`src/logic/uifc_pkg.sv`:
```
// Purpose: Shared constants for the UART interrupt, DMA request and flow control block
// Assumes: Byte addresses on a 32-bit Avalon-MM slave, one aligned word per register
// Notes: Behaviour list below; field positions and offsets are used by name only
// Behaviour
// - Read-only masked pending word, fixed bit positions
// - Per-source mask bit, one enables, zero disables
// - Clear word: write one clears, zero ignored
// - Clear bit one clears the CTS interrupt
// - DMA control bit zero enables receive requests
// - DMA control bit one enables transmit requests
// - Bit three blocks receive requests on errors
// - Flow config bit zero enables software flow
// - Bits 2:1 pick receive flow character pairs
// - Bits 4:3 pick transmit flow character pairs
// - Bit five lets any character resume
// - Bit six enables special character detection
// - Two resume, two pause 8-bit character registers
// - All control words reset to zero
package uifc_pkg;
  // Register byte offsets
  localparam logic [7:0] OFS_MASK = 8'h38;
  localparam logic [7:0] OFS_RAW = 8'h3c;
  localparam logic [7:0] OFS_MASKED = 8'h40;
  localparam logic [7:0] OFS_CLEAR = 8'h44;
  localparam logic [7:0] OFS_DMA = 8'h48;
  localparam logic [7:0] OFS_FLOW = 8'h50;
  localparam logic [7:0] OFS_RES1 = 8'h54;
  localparam logic [7:0] OFS_RES2 = 8'h58;
  localparam logic [7:0] OFS_PAU1 = 8'h5c;
  localparam logic [7:0] OFS_PAU2 = 8'h60;
  localparam logic [7:0] OFS_FSTAT = 8'h64;
  // Interrupt word layout
  localparam int IRQ_W = 13;
  localparam logic [12:0] IRQ_IMPL = 13'h1ff2;
  localparam logic [12:0] IRQ_ERR = 13'h0780;
  localparam int BIT_CTS = 1;
  localparam int BIT_PAUSE = 11;
  // DMA control layout
  localparam int DMA_W = 4;
  localparam int DMA_RX_EN = 0;
  localparam int DMA_TX_EN = 1;
  localparam int DMA_STOP = 3;
  localparam logic [3:0] DMA_IMPL = 4'hb;
  // Flow config layout
  localparam int XF_W = 7;
  localparam int XF_EN = 0;
  localparam int XF_RX_LO = 1;
  localparam int XF_TX_LO = 3;
  localparam int XF_ANY = 5;
  localparam int XF_SPEC = 6;
  localparam logic [6:0] XF_IMPL = 7'h7f;
  // Pair select codes
  localparam logic [1:0] SEL_OFF = 2'h0;
  localparam logic [1:0] SEL_FIRST = 2'h1;
  localparam logic [1:0] SEL_SECOND = 2'h2;
  localparam logic [1:0] SEL_BOTH = 2'h3;
  // Reset values
  localparam logic [31:0] RST_ZERO = 32'h0000_0000;
  // Bus answer states
  typedef enum logic [1:0] {
    UIFC_IDLE = 2'b01,
    UIFC_ANSWER = 2'b10
  } uifc_bus_state_t;
endpackage

```
`src/logic/uifc_char_if.sv`:
```
// Purpose: Received character stream between the top and its matchers
// Assumes: Single clock, valid is a one-cycle strobe
// Notes: Source is the top, sinks are the matchers
`timescale 1ns/100ps
interface uifc_char_if #(parameter int CW = 8);
  logic [CW-1:0] data; // Character value
  logic valid; // Character strobe
  modport src (output data, output valid);
  modport snk (input data, input valid);
endinterface

```
`src/logic/uifc_char_match.sv`:
```
// Purpose: Compares a character with one or both programmed values
// Assumes: Select code chooses first, second or both values
// Notes: Combinational hit, qualified by the stream strobe
`timescale 1ns/100ps
module uifc_char_match import uifc_pkg::*; #(
  parameter int CW = 8
) (
  // Character stream
  uifc_char_if.snk chr,
  // Selection and values
  input wire logic [1:0] sel,
  input wire logic [CW-1:0] first,
  input wire logic [CW-1:0] second,
  // Result
  output logic hit
);
  // Hit on the values that the pair select names
  always_comb begin
    hit = 1'b0;
    case (sel)
      SEL_FIRST: hit = (chr.data == first);
      SEL_SECOND: hit = (chr.data == second);
      SEL_BOTH: hit = (chr.data == first) || (chr.data == second);
      default: hit = 1'b0;
    endcase
    hit = hit && chr.valid;
  end
endmodule

```
`src/logic/uifc_irq_bank.sv`:
```
// Purpose: Sticky raw interrupt bits with mask gating
// Assumes: Set and clear come from the same clock domain
// Notes: A set in the same cycle as its clear wins
`timescale 1ns/100ps
module uifc_irq_bank import uifc_pkg::*; #(
  parameter int W = IRQ_W
) (
  // Clock and reset
  input wire logic clock,
  input wire logic reset,
  // Events and controls
  input wire logic [W-1:0] set_evt,
  input wire logic [W-1:0] clear,
  input wire logic [W-1:0] mask,
  // Status
  output logic [W-1:0] raw_q,
  output logic [W-1:0] masked
);
  logic [W-1:0] raw_reg; // Pending bits
  // Sticky pending bits, set beats clear
  always_ff @(posedge clock) begin
    if (reset) begin
      raw_reg <= '0;
    end else begin
      raw_reg <= (raw_reg & ~clear) | set_evt;
    end
  end
  assign raw_q = raw_reg;
  assign masked = raw_reg & mask;
endmodule

```
`src/logic/uifc_top.sv`:
```
// Purpose: UART interrupt status, DMA request gating and software flow control
// Assumes: UART core events, characters and FIFO levels share this clock
// Notes: Avalon-MM slave answers every access with one waitrequest-low cycle
//
// The implementer's own choice: the Avalon-MM interface to the registers.
`timescale 1ns/100ps
module uifc_top import uifc_pkg::*; #(
  parameter int CW = 8
) (
  // Clock and reset
  input wire logic clock,
  input wire logic reset,
  // Avalon-MM slave
  input wire logic [7:0] avs_address,
  input wire logic avs_read,
  input wire logic avs_write,
  input wire logic [31:0] avs_writedata,
  input wire logic [3:0] avs_byteenable,
  output logic [31:0] avs_readdata,
  output logic avs_waitrequest,
  // UART core events and levels
  input wire logic [IRQ_W-1:0] irq_event,
  input wire logic rx_char_valid,
  input wire logic [CW-1:0] rx_char_data,
  input wire logic rx_avail,
  input wire logic tx_space,
  input wire logic rx_fifo_high,
  // Interrupt and DMA requests
  output logic irq_out,
  output logic rx_dma_req,
  output logic tx_dma_req,
  // Flow control towards the transmitter
  output logic tx_hold,
  output logic send_char_req,
  output logic [CW-1:0] send_char_data,
  output logic special_char_seen
);
  // Bus state and answer
  uifc_bus_state_t state_reg; // Bus answer state
  logic wait_reg; // Waitrequest flop
  logic [31:0] rdata_reg; // Read data flop
  logic [31:0] rdata_next; // Selected read value
  logic [31:0] wmask; // Byte lane mask
  logic wr_go; // Write takes effect this edge
  // Software registers
  logic [IRQ_W-1:0] mask_reg; // Interrupt mask
  logic [DMA_W-1:0] dma_reg; // DMA request control
  logic [XF_W-1:0] flow_cfg_reg; // Soft flow config
  logic [CW-1:0] res1_reg; // First resume character
  logic [CW-1:0] res2_reg; // Second resume character
  logic [CW-1:0] pau1_reg; // First pause character
  logic [CW-1:0] pau2_reg; // Second pause character
  // Interrupt bank signals
  logic [IRQ_W-1:0] clr_w; // Clear bits from a write
  logic [IRQ_W-1:0] set_all; // Core events plus pause detect
  logic [IRQ_W-1:0] raw_q; // Raw pending
  logic [IRQ_W-1:0] masked_w; // Masked pending
  // Output and flow state flops
  logic irq_reg; // Interrupt output
  logic rxdma_reg; // Receive DMA request
  logic txdma_reg; // Transmit DMA request
  logic hold_reg; // Transmit paused
  logic send_reg; // Send flow character strobe
  logic [CW-1:0] send_data_reg; // Flow character to send
  logic spec_reg; // Special character strobe
  logic high_prev_reg; // Receive FIFO level, last cycle
  // Decoded controls
  logic flow_on; // Global flow enable
  logic [1:0] rx_sel; // Receive pair select
  logic [1:0] tx_sel; // Transmit pair select
  logic tx_flow_on; // Transmit flow active
  logic rx_flow_on; // Receive flow active
  logic pause_hit; // Received pause character
  logic resume_hit; // Received resume character
  logic resume_ok; // Resume accepted
  logic err_any; // Any masked error pending
  logic rx_dma_next; // Receive DMA request next
  logic tx_dma_next; // Transmit DMA request next
  logic spec_next; // Special character seen next

  // Received character stream shared by the matchers
  uifc_char_if #(.CW(CW)) rx_chr ();
  assign rx_chr.data = rx_char_data;
  assign rx_chr.valid = rx_char_valid;

  // Byte lanes of a write
  assign wmask = {{8{avs_byteenable[3]}}, {8{avs_byteenable[2]}},
                  {8{avs_byteenable[1]}}, {8{avs_byteenable[0]}}};
  // A write lands at the edge where waitrequest is seen low
  assign wr_go = (state_reg == UIFC_ANSWER) && avs_write;

  // Bus handshake: one answer cycle per request
  always_ff @(posedge clock) begin
    if (reset) begin
      state_reg <= UIFC_IDLE;
      wait_reg <= 1'b1;
      rdata_reg <= RST_ZERO;
    end else begin
      case (state_reg)
        UIFC_IDLE: begin
          // Request seen: drop waitrequest with data ready
          if (avs_read || avs_write) begin
            state_reg <= UIFC_ANSWER;
            wait_reg <= 1'b0;
            rdata_reg <= avs_read ? rdata_next : RST_ZERO;
          end
        end
        UIFC_ANSWER: begin
          // Access completes, back to waiting
          state_reg <= UIFC_IDLE;
          wait_reg <= 1'b1;
        end
        default: begin
          state_reg <= UIFC_IDLE;
          wait_reg <= 1'b1;
        end
      endcase
    end
  end

  // Read mux; unmapped and write-only words read as zero
  always_comb begin
    rdata_next = RST_ZERO;
    case (avs_address)
      OFS_MASK: rdata_next[IRQ_W-1:0] = mask_reg;
      OFS_RAW: rdata_next[IRQ_W-1:0] = raw_q;
      OFS_MASKED: rdata_next[IRQ_W-1:0] = masked_w;
      OFS_DMA: rdata_next[DMA_W-1:0] = dma_reg;
      OFS_FLOW: rdata_next[XF_W-1:0] = flow_cfg_reg;
      OFS_RES1: rdata_next[CW-1:0] = res1_reg;
      OFS_RES2: rdata_next[CW-1:0] = res2_reg;
      OFS_PAU1: rdata_next[CW-1:0] = pau1_reg;
      OFS_PAU2: rdata_next[CW-1:0] = pau2_reg;
      OFS_FSTAT: rdata_next[0] = hold_reg;
      default: rdata_next = RST_ZERO;
    endcase
  end

  // Mask and control words; reserved bits are never stored
  always_ff @(posedge clock) begin
    if (reset) begin
      mask_reg <= '0;
      dma_reg <= '0;
      flow_cfg_reg <= '0;
    end else if (wr_go) begin
      if (avs_address == OFS_MASK) begin
        mask_reg <= ((mask_reg & ~wmask[IRQ_W-1:0]) |
                     (avs_writedata[IRQ_W-1:0] & wmask[IRQ_W-1:0])) & IRQ_IMPL;
      end
      if (avs_address == OFS_DMA) begin
        dma_reg <= ((dma_reg & ~wmask[DMA_W-1:0]) |
                    (avs_writedata[DMA_W-1:0] & wmask[DMA_W-1:0])) & DMA_IMPL;
      end
      if (avs_address == OFS_FLOW) begin
        flow_cfg_reg <= ((flow_cfg_reg & ~wmask[XF_W-1:0]) |
                         (avs_writedata[XF_W-1:0] & wmask[XF_W-1:0])) & XF_IMPL;
      end
    end
  end

  // Flow character values, low byte lane only
  always_ff @(posedge clock) begin
    if (reset) begin
      res1_reg <= '0;
      res2_reg <= '0;
      pau1_reg <= '0;
      pau2_reg <= '0;
    end else if (wr_go && avs_byteenable[0]) begin
      if (avs_address == OFS_RES1) res1_reg <= avs_writedata[CW-1:0];
      if (avs_address == OFS_RES2) res2_reg <= avs_writedata[CW-1:0];
      if (avs_address == OFS_PAU1) pau1_reg <= avs_writedata[CW-1:0];
      if (avs_address == OFS_PAU2) pau2_reg <= avs_writedata[CW-1:0];
    end
  end

  // Clear word: ones clear, zeros do nothing, CTS at its own bit
  assign clr_w = (wr_go && avs_address == OFS_CLEAR) ?
                 (avs_writedata[IRQ_W-1:0] & wmask[IRQ_W-1:0] & IRQ_IMPL) : '0;

  // Pause detection feeds its own pending bit
  always_comb begin
    set_all = irq_event & IRQ_IMPL;
    set_all[BIT_PAUSE] = irq_event[BIT_PAUSE] || (tx_flow_on && pause_hit);
  end

  // Sticky pending bits and mask gating
  uifc_irq_bank #(.W(IRQ_W)) u_bank (
    .clock(clock),
    .reset(reset),
    .set_evt(set_all),
    .clear(clr_w),
    .mask(mask_reg),
    .raw_q(raw_q),
    .masked(masked_w)
  );

  // Decoded flow controls
  assign flow_on = flow_cfg_reg[XF_EN];
  assign rx_sel = flow_cfg_reg[XF_RX_LO+1:XF_RX_LO];
  assign tx_sel = flow_cfg_reg[XF_TX_LO+1:XF_TX_LO];
  assign tx_flow_on = flow_on && (tx_sel != SEL_OFF);
  assign rx_flow_on = flow_on && (rx_sel != SEL_OFF);

  // Pause characters from the peer, per the transmit pair select
  uifc_char_match #(.CW(CW)) u_pause (
    .chr(rx_chr),
    .sel(tx_sel),
    .first(pau1_reg),
    .second(pau2_reg),
    .hit(pause_hit)
  );

  // Resume characters from the peer, per the transmit pair select
  uifc_char_match #(.CW(CW)) u_resume (
    .chr(rx_chr),
    .sel(tx_sel),
    .first(res1_reg),
    .second(res2_reg),
    .hit(resume_hit)
  );

  // Any character resumes when that option is on
  assign resume_ok = flow_cfg_reg[XF_ANY] ? rx_char_valid : resume_hit;

  // Transmit hold: pause wins over a resume in the same character
  always_ff @(posedge clock) begin
    if (reset) begin
      hold_reg <= 1'b0;
    end else if (!tx_flow_on) begin
      hold_reg <= 1'b0;
    end else if (pause_hit) begin
      hold_reg <= 1'b1;
    end else if (resume_ok) begin
      hold_reg <= 1'b0;
    end
  end

  // Receive flow: send pause on FIFO high, resume when it drains
  always_ff @(posedge clock) begin
    if (reset) begin
      high_prev_reg <= 1'b0;
      send_reg <= 1'b0;
      send_data_reg <= '0;
    end else begin
      high_prev_reg <= rx_fifo_high;
      send_reg <= rx_flow_on && (rx_fifo_high != high_prev_reg);
      if (rx_fifo_high && !high_prev_reg) begin
        send_data_reg <= (rx_sel == SEL_SECOND) ? pau2_reg : pau1_reg;
      end else if (!rx_fifo_high && high_prev_reg) begin
        send_data_reg <= (rx_sel == SEL_SECOND) ? res2_reg : res1_reg;
      end
    end
  end

  // Special character: received value equals any programmed one
  assign spec_next = flow_cfg_reg[XF_SPEC] && rx_char_valid &&
                     ((rx_char_data == res1_reg) || (rx_char_data == res2_reg) ||
                      (rx_char_data == pau1_reg) || (rx_char_data == pau2_reg));

  // DMA request gating
  assign err_any = |(masked_w & IRQ_ERR);
  assign rx_dma_next = dma_reg[DMA_RX_EN] && rx_avail &&
                       !(dma_reg[DMA_STOP] && err_any);
  assign tx_dma_next = dma_reg[DMA_TX_EN] && tx_space;

  // Registered outputs
  always_ff @(posedge clock) begin
    if (reset) begin
      irq_reg <= 1'b0;
      rxdma_reg <= 1'b0;
      txdma_reg <= 1'b0;
      spec_reg <= 1'b0;
    end else begin
      irq_reg <= |masked_w;
      rxdma_reg <= rx_dma_next;
      txdma_reg <= tx_dma_next;
      spec_reg <= spec_next;
    end
  end

  assign avs_readdata = rdata_reg;
  assign avs_waitrequest = wait_reg;
  assign irq_out = irq_reg;
  assign rx_dma_req = rxdma_reg;
  assign tx_dma_req = txdma_reg;
  assign tx_hold = hold_reg;
  assign send_char_req = send_reg;
  assign send_char_data = send_data_reg;
  assign special_char_seen = spec_reg;

  // Interrupt output follows the masked word one cycle later
  property p_irq_or;
    @(posedge clock) disable iff (reset) 1'b1 |=> (irq_out == (|$past(masked_w)));
  endproperty
  a_irq_or: assert property (p_irq_or) else $error("irq not OR of masked");

  // Masked word never shows a bit whose mask is off
  property p_mis_gated;
    @(posedge clock) disable iff (reset) (masked_w & ~mask_reg) == '0;
  endproperty
  a_mis_gated: assert property (p_mis_gated) else $error("masked bit leaks");

  // A clear removes bits with no coincident event
  property p_clear;
    @(posedge clock) disable iff (reset)
      (clr_w != '0) |=> ((raw_q & $past(clr_w) & ~$past(set_all)) == '0);
  endproperty
  a_clear: assert property (p_clear) else $error("clear did not clear");

  // An event coinciding with its clear is kept
  property p_set_wins;
    @(posedge clock) disable iff (reset)
      (clr_w[BIT_CTS] && set_all[BIT_CTS]) |=> raw_q[BIT_CTS];
  endproperty
  a_set_wins: assert property (p_set_wins) else $error("event lost on clear");

  // Stop on error blocks receive requests
  property p_rx_stop;
    @(posedge clock) disable iff (reset)
      (dma_reg[DMA_STOP] && err_any) |=> !rx_dma_req;
  endproperty
  a_rx_stop: assert property (p_rx_stop) else $error("rx dma during error");

  // Transmit requests need their enable
  property p_tx_en;
    @(posedge clock) disable iff (reset)
      tx_dma_req |-> $past(dma_reg[DMA_TX_EN]) && $past(tx_space);
  endproperty
  a_tx_en: assert property (p_tx_en) else $error("tx dma without enable");

  // Pause character holds transmit and raises its bit
  property p_pause;
    @(posedge clock) disable iff (reset)
      (tx_flow_on && pause_hit) |=> (tx_hold && raw_q[BIT_PAUSE]);
  endproperty
  a_pause: assert property (p_pause) else $error("pause not taken");

  // Valid resume releases the hold
  property p_resume;
    @(posedge clock) disable iff (reset)
      (tx_hold && !pause_hit && resume_ok) |=> !tx_hold;
  endproperty
  a_resume: assert property (p_resume) else $error("resume not taken");

  // Each request gets exactly one waitrequest-low cycle
  property p_answer;
    @(posedge clock) disable iff (reset)
      (state_reg == UIFC_IDLE && (avs_read || avs_write)) |=> !avs_waitrequest ##1 avs_waitrequest;
  endproperty
  a_answer: assert property (p_answer) else $error("bad bus answer");

  // Detection off means no special strobe
  property p_spec_off;
    @(posedge clock) disable iff (reset) !flow_cfg_reg[XF_SPEC] |=> !special_char_seen;
  endproperty
  a_spec_off: assert property (p_spec_off) else $error("special while off");
endmodule

```
`config.mk`:
```
export PLATFORM = sky130hd
export DESIGN_NAME = uifc_top
export DESIGN_NICKNAME = d
export VERILOG_FILES = /design/src/logic/uifc_pkg.sv /design/src/logic/uifc_char_if.sv /design/src/logic/uifc_char_match.sv /design/src/logic/uifc_irq_bank.sv /design/src/logic/uifc_top.sv
export SDC_FILE = /design/constraint.sdc
export NUM_CORES = 1
export LEC_CHECK = 0
export BUFFER_PORTS_ARGS = -buffer_cell sky130_fd_sc_hd__buf_2
export CAP_MARGIN = 20
export CORE_ASPECT_RATIO = 1.4
export CORE_MARGIN = 2
export CORE_UTILIZATION = 48
export CTS_CLUSTER_SIZE = 28
export DETAILED_ROUTE_END_ITERATION = 6
export HOLD_SLACK_MARGIN = 0.02
export PLACE_DENSITY_LB_ADDON = 0.12
export SLEW_MARGIN = 25
export SYNTH_ARGS = -nofsm -noshare
export SYNTH_HDL_FRONTEND = slang
export SYNTH_SLANG_ARGS = --single-unit
```
`constraint.sdc`:
```
create_clock -name clock -period 1.7 [get_ports clock]
set_input_delay 0.34 -clock clock [delete_from_list [all_inputs] [get_ports clock]]
set_output_delay 0.34 -clock clock [all_outputs]
set_load 0.005 [all_outputs]
```
-- Word-level counts from Yosys, hierarchy flattened
Cells that the tools add are included.
- flip-flop bits (word level): 115
- bits of input ports: 73
- word-level logic and storage cells: 117
- equality and inequality tests: 22
- multiplexer cells: 16
- bitwise gates (word level): 18
- reductions and logical operators: 42
- operators with widths (kind ; count):
    8-bit by 7-bit == test with 1-bit output, second input constant ; 9
    13-bit AND ; 4
    8-bit == test ; 4
    8-bit two-way mux ; 4
    3-bit one-hot mux with 9 select lines ; 1
    13-bit two-way mux ; 2
    13-bit inverter ; 2
    13-bit bitwise OR ; 2
    3-bit one-hot mux with 8 select lines ; 1
    1-bit logical AND ; 17
    8-bit by 6-bit == test with 1-bit output, second input constant ; 2
    2-bit AND reduction ; 8
    5-bit one-hot mux with 3 select lines ; 1
    7-bit AND ; 2
    13-bit OR reduction ; 1
    1-bit one-hot mux with 9 select lines ; 1
    4-bit AND ; 2
    2-bit == test, second input constant ; 4
    2-bit nonzero test ; 4
    7-bit inverter ; 1
    7-bit bitwise OR ; 1
    1-bit one-hot mux with 7 select lines ; 1
    1-bit logical OR ; 6
    1-bit one-hot mux with 3 select lines ; 2
    other kinds (9) ; 16

-- Longest topological paths before layout
- depth in word-level cells: 7
- mapped depth: 7
- mapped depth without buffers: 5

-- Hierarchy
Synthesis repeated with hierarchy kept, for this count alone.
- cell total of the unflattened synthesis: 614
- area, all modules: 5486.5 um2
- by module, submodules not included (module ; instances ; cells an instance ; area an instance (um2) ; sequential area each (um2)):
    uifc_top ; 1 ; 502 ; 4520.6 ; 1641.6
    uifc_irq_bank ; 1 ; 66 ; 585.6 ; 260.2
    uifc_char_match ; 2 ; 23 ; 190.2 ; 0.0

-- Worst setup path after synthesis
Ideal clock, no wire load.
- path kind: input to register
- from: input port avs_address[1]
- to: register pau2_reg[7]
- library setup time: 0.134 ns
- data arrival time: 1.653 ns
- required time: 1.566 ns
- slack: -0.087 ns
- cell stages on the path: 6
- cells stage by stage: or4_4 -> nor4_4 -> buf_6 -> nand2_2 -> nand2_1 -> a21oi_1
- longest elaborated chain between the ends: 2
- ends and longest elaborated chain (element ; RTL line ; RTL):
    start, declared ; uifc_top.sv:14 ; input wire logic [7:0] avs_address,
    8-bit by 7-bit == test with 1-bit output ; uifc_top.sv:172 ; if (avs_address == OFS_PAU2) pau2_reg <= avs_writedata[CW-1:0];
    2-bit AND reduction (no line) ; -- ;
    end signal, assigned ; uifc_top.sv:172 ;
    end, declared ; uifc_top.sv:52 ; logic [CW-1:0] pau2_reg;
Every way passes these cells.
A chain may end at the register's enable or synchronous reset.

-- Final worst setup path
- from: register res2_reg[3]
- to: register hold_reg, in the netlist tx_hold
- longest elaborated chain between the ends: 6
- ends and longest elaborated chain (element ; RTL line ; RTL):
    start, declared ; uifc_top.sv:50 ; logic [CW-1:0] res2_reg;
    start signal, assigned ; uifc_top.sv:170 ; if (avs_address == OFS_RES2) res2_reg <= avs_writedata[CW-1:0];
    8-bit == test (*) ; uifc_char_match.sv:22, uifc_char_match.sv:23 ;
    1-bit logical OR ; uifc_char_match.sv:23 ; SEL_BOTH: hit = (chr.data == first) || (chr.data == second);
    1-bit one-hot mux with 3 select lines (*) ; uifc_char_match.sv:20 ; case (sel)
    1-bit logical AND (*) ; uifc_char_match.sv:26 ; hit = hit && chr.valid;
    1-bit two-way mux (*) ; uifc_top.sv:223 ; assign resume_ok = flow_cfg_reg[XF_ANY] ? rx_char_valid : resume_hit;
    2-bit nonzero test (no line) (*) ; -- ;
    end signal, assigned ; uifc_top.sv:228 ; hold_reg <= 1'b0;
    end signal, assigned ; uifc_top.sv:230 ; hold_reg <= 1'b0;
    end signal, assigned ; uifc_top.sv:232 ; hold_reg <= 1'b1;
    end, declared ; uifc_top.sv:62 ; logic hold_reg;
Mark *: on every way between the ends. The rest lies on a longest branch, timed or not.

==> flow_metrics.tcl <==
set metrics [dict create \
    routedWlPerCell_um 17.8 \
    fin_worst_skew_ps 6.27 \
    fin_ws_ps 83.9 \
    place.gp.congestion 0.953 \
    synthCells 532 \
    holdWs_ps 201 \
    path_max_fanout 4 \
    via_count 4539 \
    cts.htree.levels 3 \
    swShare_pct 23.6 \
    routed_wl_um 14300 \
    synthArstFlopShare_pct 0 \
    top_layer "met4" \
    dieArea_mm2 0.0109 \
    rsz0062_at_grt "true" \
    io_pins 120 \
    die_height_um 123 \
    routed-wl-met2_um 7100 \
    fin_crit_ps 1620 \
    grt_overflow_total 0 \
    cts_max_path_buffers 2 \
    power_switching_w 0.00118 \
    ys_ff_latch 92 \
    clock-sinks 92 \
    routed_via_density 5.66 \
    wl_met1_um 5550 \
    drc_errors 0 \
    yosysWarnings 0 \
    cts_tree "done" \
    multi_input_area_mm2 0.00277 \
    power.share.sequential_pct 44.0 \
    regArea_mm2 0.00184 \
    pwr-share-comb_pct 8.8 \
    static-leakage-power_nw 2.77 \
    finalNetCount 736 \
    worst_setup_path_end_kind "register" \
    final_cell_mix "dfxtp_1 (92), buf_2 (76), buf_4 (62)" \
    clk_pin_slew_ps 70 \
    grt_max_degree 76 \
    place_ws_ps -259 \
    cp-start-kind "register" \
    io_buffers 76 \
    area_growth_pct 28.4 \
    crit_arrival_ps 1850 \
    core_mm2 0.00985 \
    cts_buffers 9 \
    hold_depth 3 \
    clock_latency_ps 350 \
    fmax_ghz 0.619 \
    worstReg2RegEnd "tx_hold" \
    dp_hpwl_um 10800 \
    ff2ff_setup_slack_ps 80 \
    hold_end "u_bank.raw_q[6]" \
    grt_use_total_pct 27.6 \
    start_util_pct 49.0 \
    wl_met3_um 846 \
    diodes 0 \
    ys_seq_area_share_pct 38.2 \
    period_share_pct 95.1 \
    worst-r2r-cell-count 5 \
    p_int_w 0.00382 \
    synth_area_mm2 0.00482 \
    setup_viol 0 \
    rows 43 \
    hold_viol 0 \
    powerDensity_mw_per_mm2 809 \
    synth_cell_types 62 \
    synth_area_leaders "dfxtp_1 (38%), mux2i_1 (8.7%), mux4_2 (6.1%)" \
    fillers 878 \
    cp.required_ps 1930 \
    cts_resized 0 \
    grt_pass1_wl_um 22500 \
    synth-main-ff-cell "dfxtp_1" \
    post_cts_buffers 0 \
    r2r-start "res2_reg[3]" \
    drt_iter0_markers 311 \
    cts_root_buf "clkbuf_16" \
    ir_drop_mv 0.594 \
    drive_gt1_share_pct 30.0 \
    drtPass1Iterations 5 \
    syn_avg_cell_area_um2 9.06 \
    crit_type "register to register" \
    final_common_cell "dfxtp_1" \
    synth.top_cell.area_share_pct 38.2 \
    die_x_um 88.7 \
    hold_start "irq_event[6]" \
    min_path_type "input pin to register" \
    grt_pass1_vias 4437 \
    synth-edff-count 0 \
    cts.hold.buffers_added 0 \
    drtAntennaViolNets 0 \
    status "finished, final reports clean" \
    slew_viol_final 0 \
    drv_cap 0 \
    antenna_found_initial 0 \
    pwr-share-clk_pct 47.3 \
    yosysTopAreaCell "dfxtp_1" \
]
synthesized netlist by cell type, types with 10 or more instances:
| master | n |
|---|---|
| xor2_1 | 32 |
| clkbuf_1 | 18 |
| a21oi_1 | 42 |
| nand2_1 | 53 |
| mux2i_1 | 42 |
| buf_4 | 21 |
| a22o_1 | 12 |
| nand3_1 | 26 |
| nor4_1 | 10 |
| nor2_1 | 58 |
| dfxtp_1 | 92 |
| o21ai_0 | 11 |
| mux4_2 | 13 |
| inv_1 | 14 |
routing by layer:
layer,up-vias,track usage [%]
met5,-,0
met4,0,17.2
met3,49,5.25
met2,192,45.3
met1,2161,32.4
li1,2137,-
cell families (layout without fill, tap and decap cells):
family / count (synthesis) / after routing / share of synthesized area [%]
AO/OA/AOI/OAI: 96 / 96 / 13.3
AND/OR/NAND/NOR: 194 / 194 / 20.5
buffers and inverters: 59 / 176 / 6.51
other: 1 / 19 / 0.0778
flip-flops: 92 / 92 / 38.2
XOR/XNOR: 32 / 32 / 5.81
adder cells (fa/ha/maj): 1 / 1 / 0.259
multiplexers: 57 / 57 / 15.3
worst max-delay path by stage:
stage / from / depth (start not counted) / to / slack [ps]
2_1_floorplan: avs_address[1] / 6 / pau2_reg[7] / -60
3_3_place_gp: avs_address[1] / 7 / avs_readdata[7] / -230
3_5_place_dp: avs_address[1] / 7 / avs_readdata[7] / -260
4_1_cts: res2_reg[3] / 5 / tx_hold / 10
5_1_grt: res2_reg[3] / 5 / tx_hold / -20
6_report: res2_reg[3] / 5 / tx_hold / 80
metrics by stage:
step / instance area (µm²) / instances / power, W / setup TNS, ps / util [%]
after global placement: 5820 / 786 / 0.00267 / -8260 / 59.1
final: 6190 / 802 / 0.00500 / 0 / 62.9
after global routing: 6190 / 802 / 0.00516 / -15.4 / 62.9
after CTS: 6170 / 802 / 0.00502 / 0 / 62.7
after detailed placement: 5820 / 786 / 0.00268 / -9070 / 59.1
after floorplan: 4910 / 550 / 0.00248 / -569 / -
power by group through the flow:
stage	Combinational [W]	Clock [W]	Sequential [W]
2_1_floorplan	0.000236	0	0.00224
3_3_place_gp	0.000425	0	0.00225
3_5_place_dp	0.000430	0	0.00225
4_1_cts	0.000433	0.00238	0.00220
5_1_grt	0.000479	0.00248	0.00220
6_report	0.000438	0.00237	0.00220
layout make-up:
type	instances	area share (%)
clock buffer	10	3.70
inverter	14	0.849
multi-input combinational	399	44.8
clock inverter	6	1.92
sequential	92	29.8
tap	135	2.73
timing repair buffer	146	16.3
critical path: stages, from the launching register on:
cell and delay [ps]:
dfxtp_1 350, xor2_1 180, nor4_2 360, a311o_1 220, a31oi_1 50, or3_1 350
Note: power is estimated with default switching activity, not from simulation.
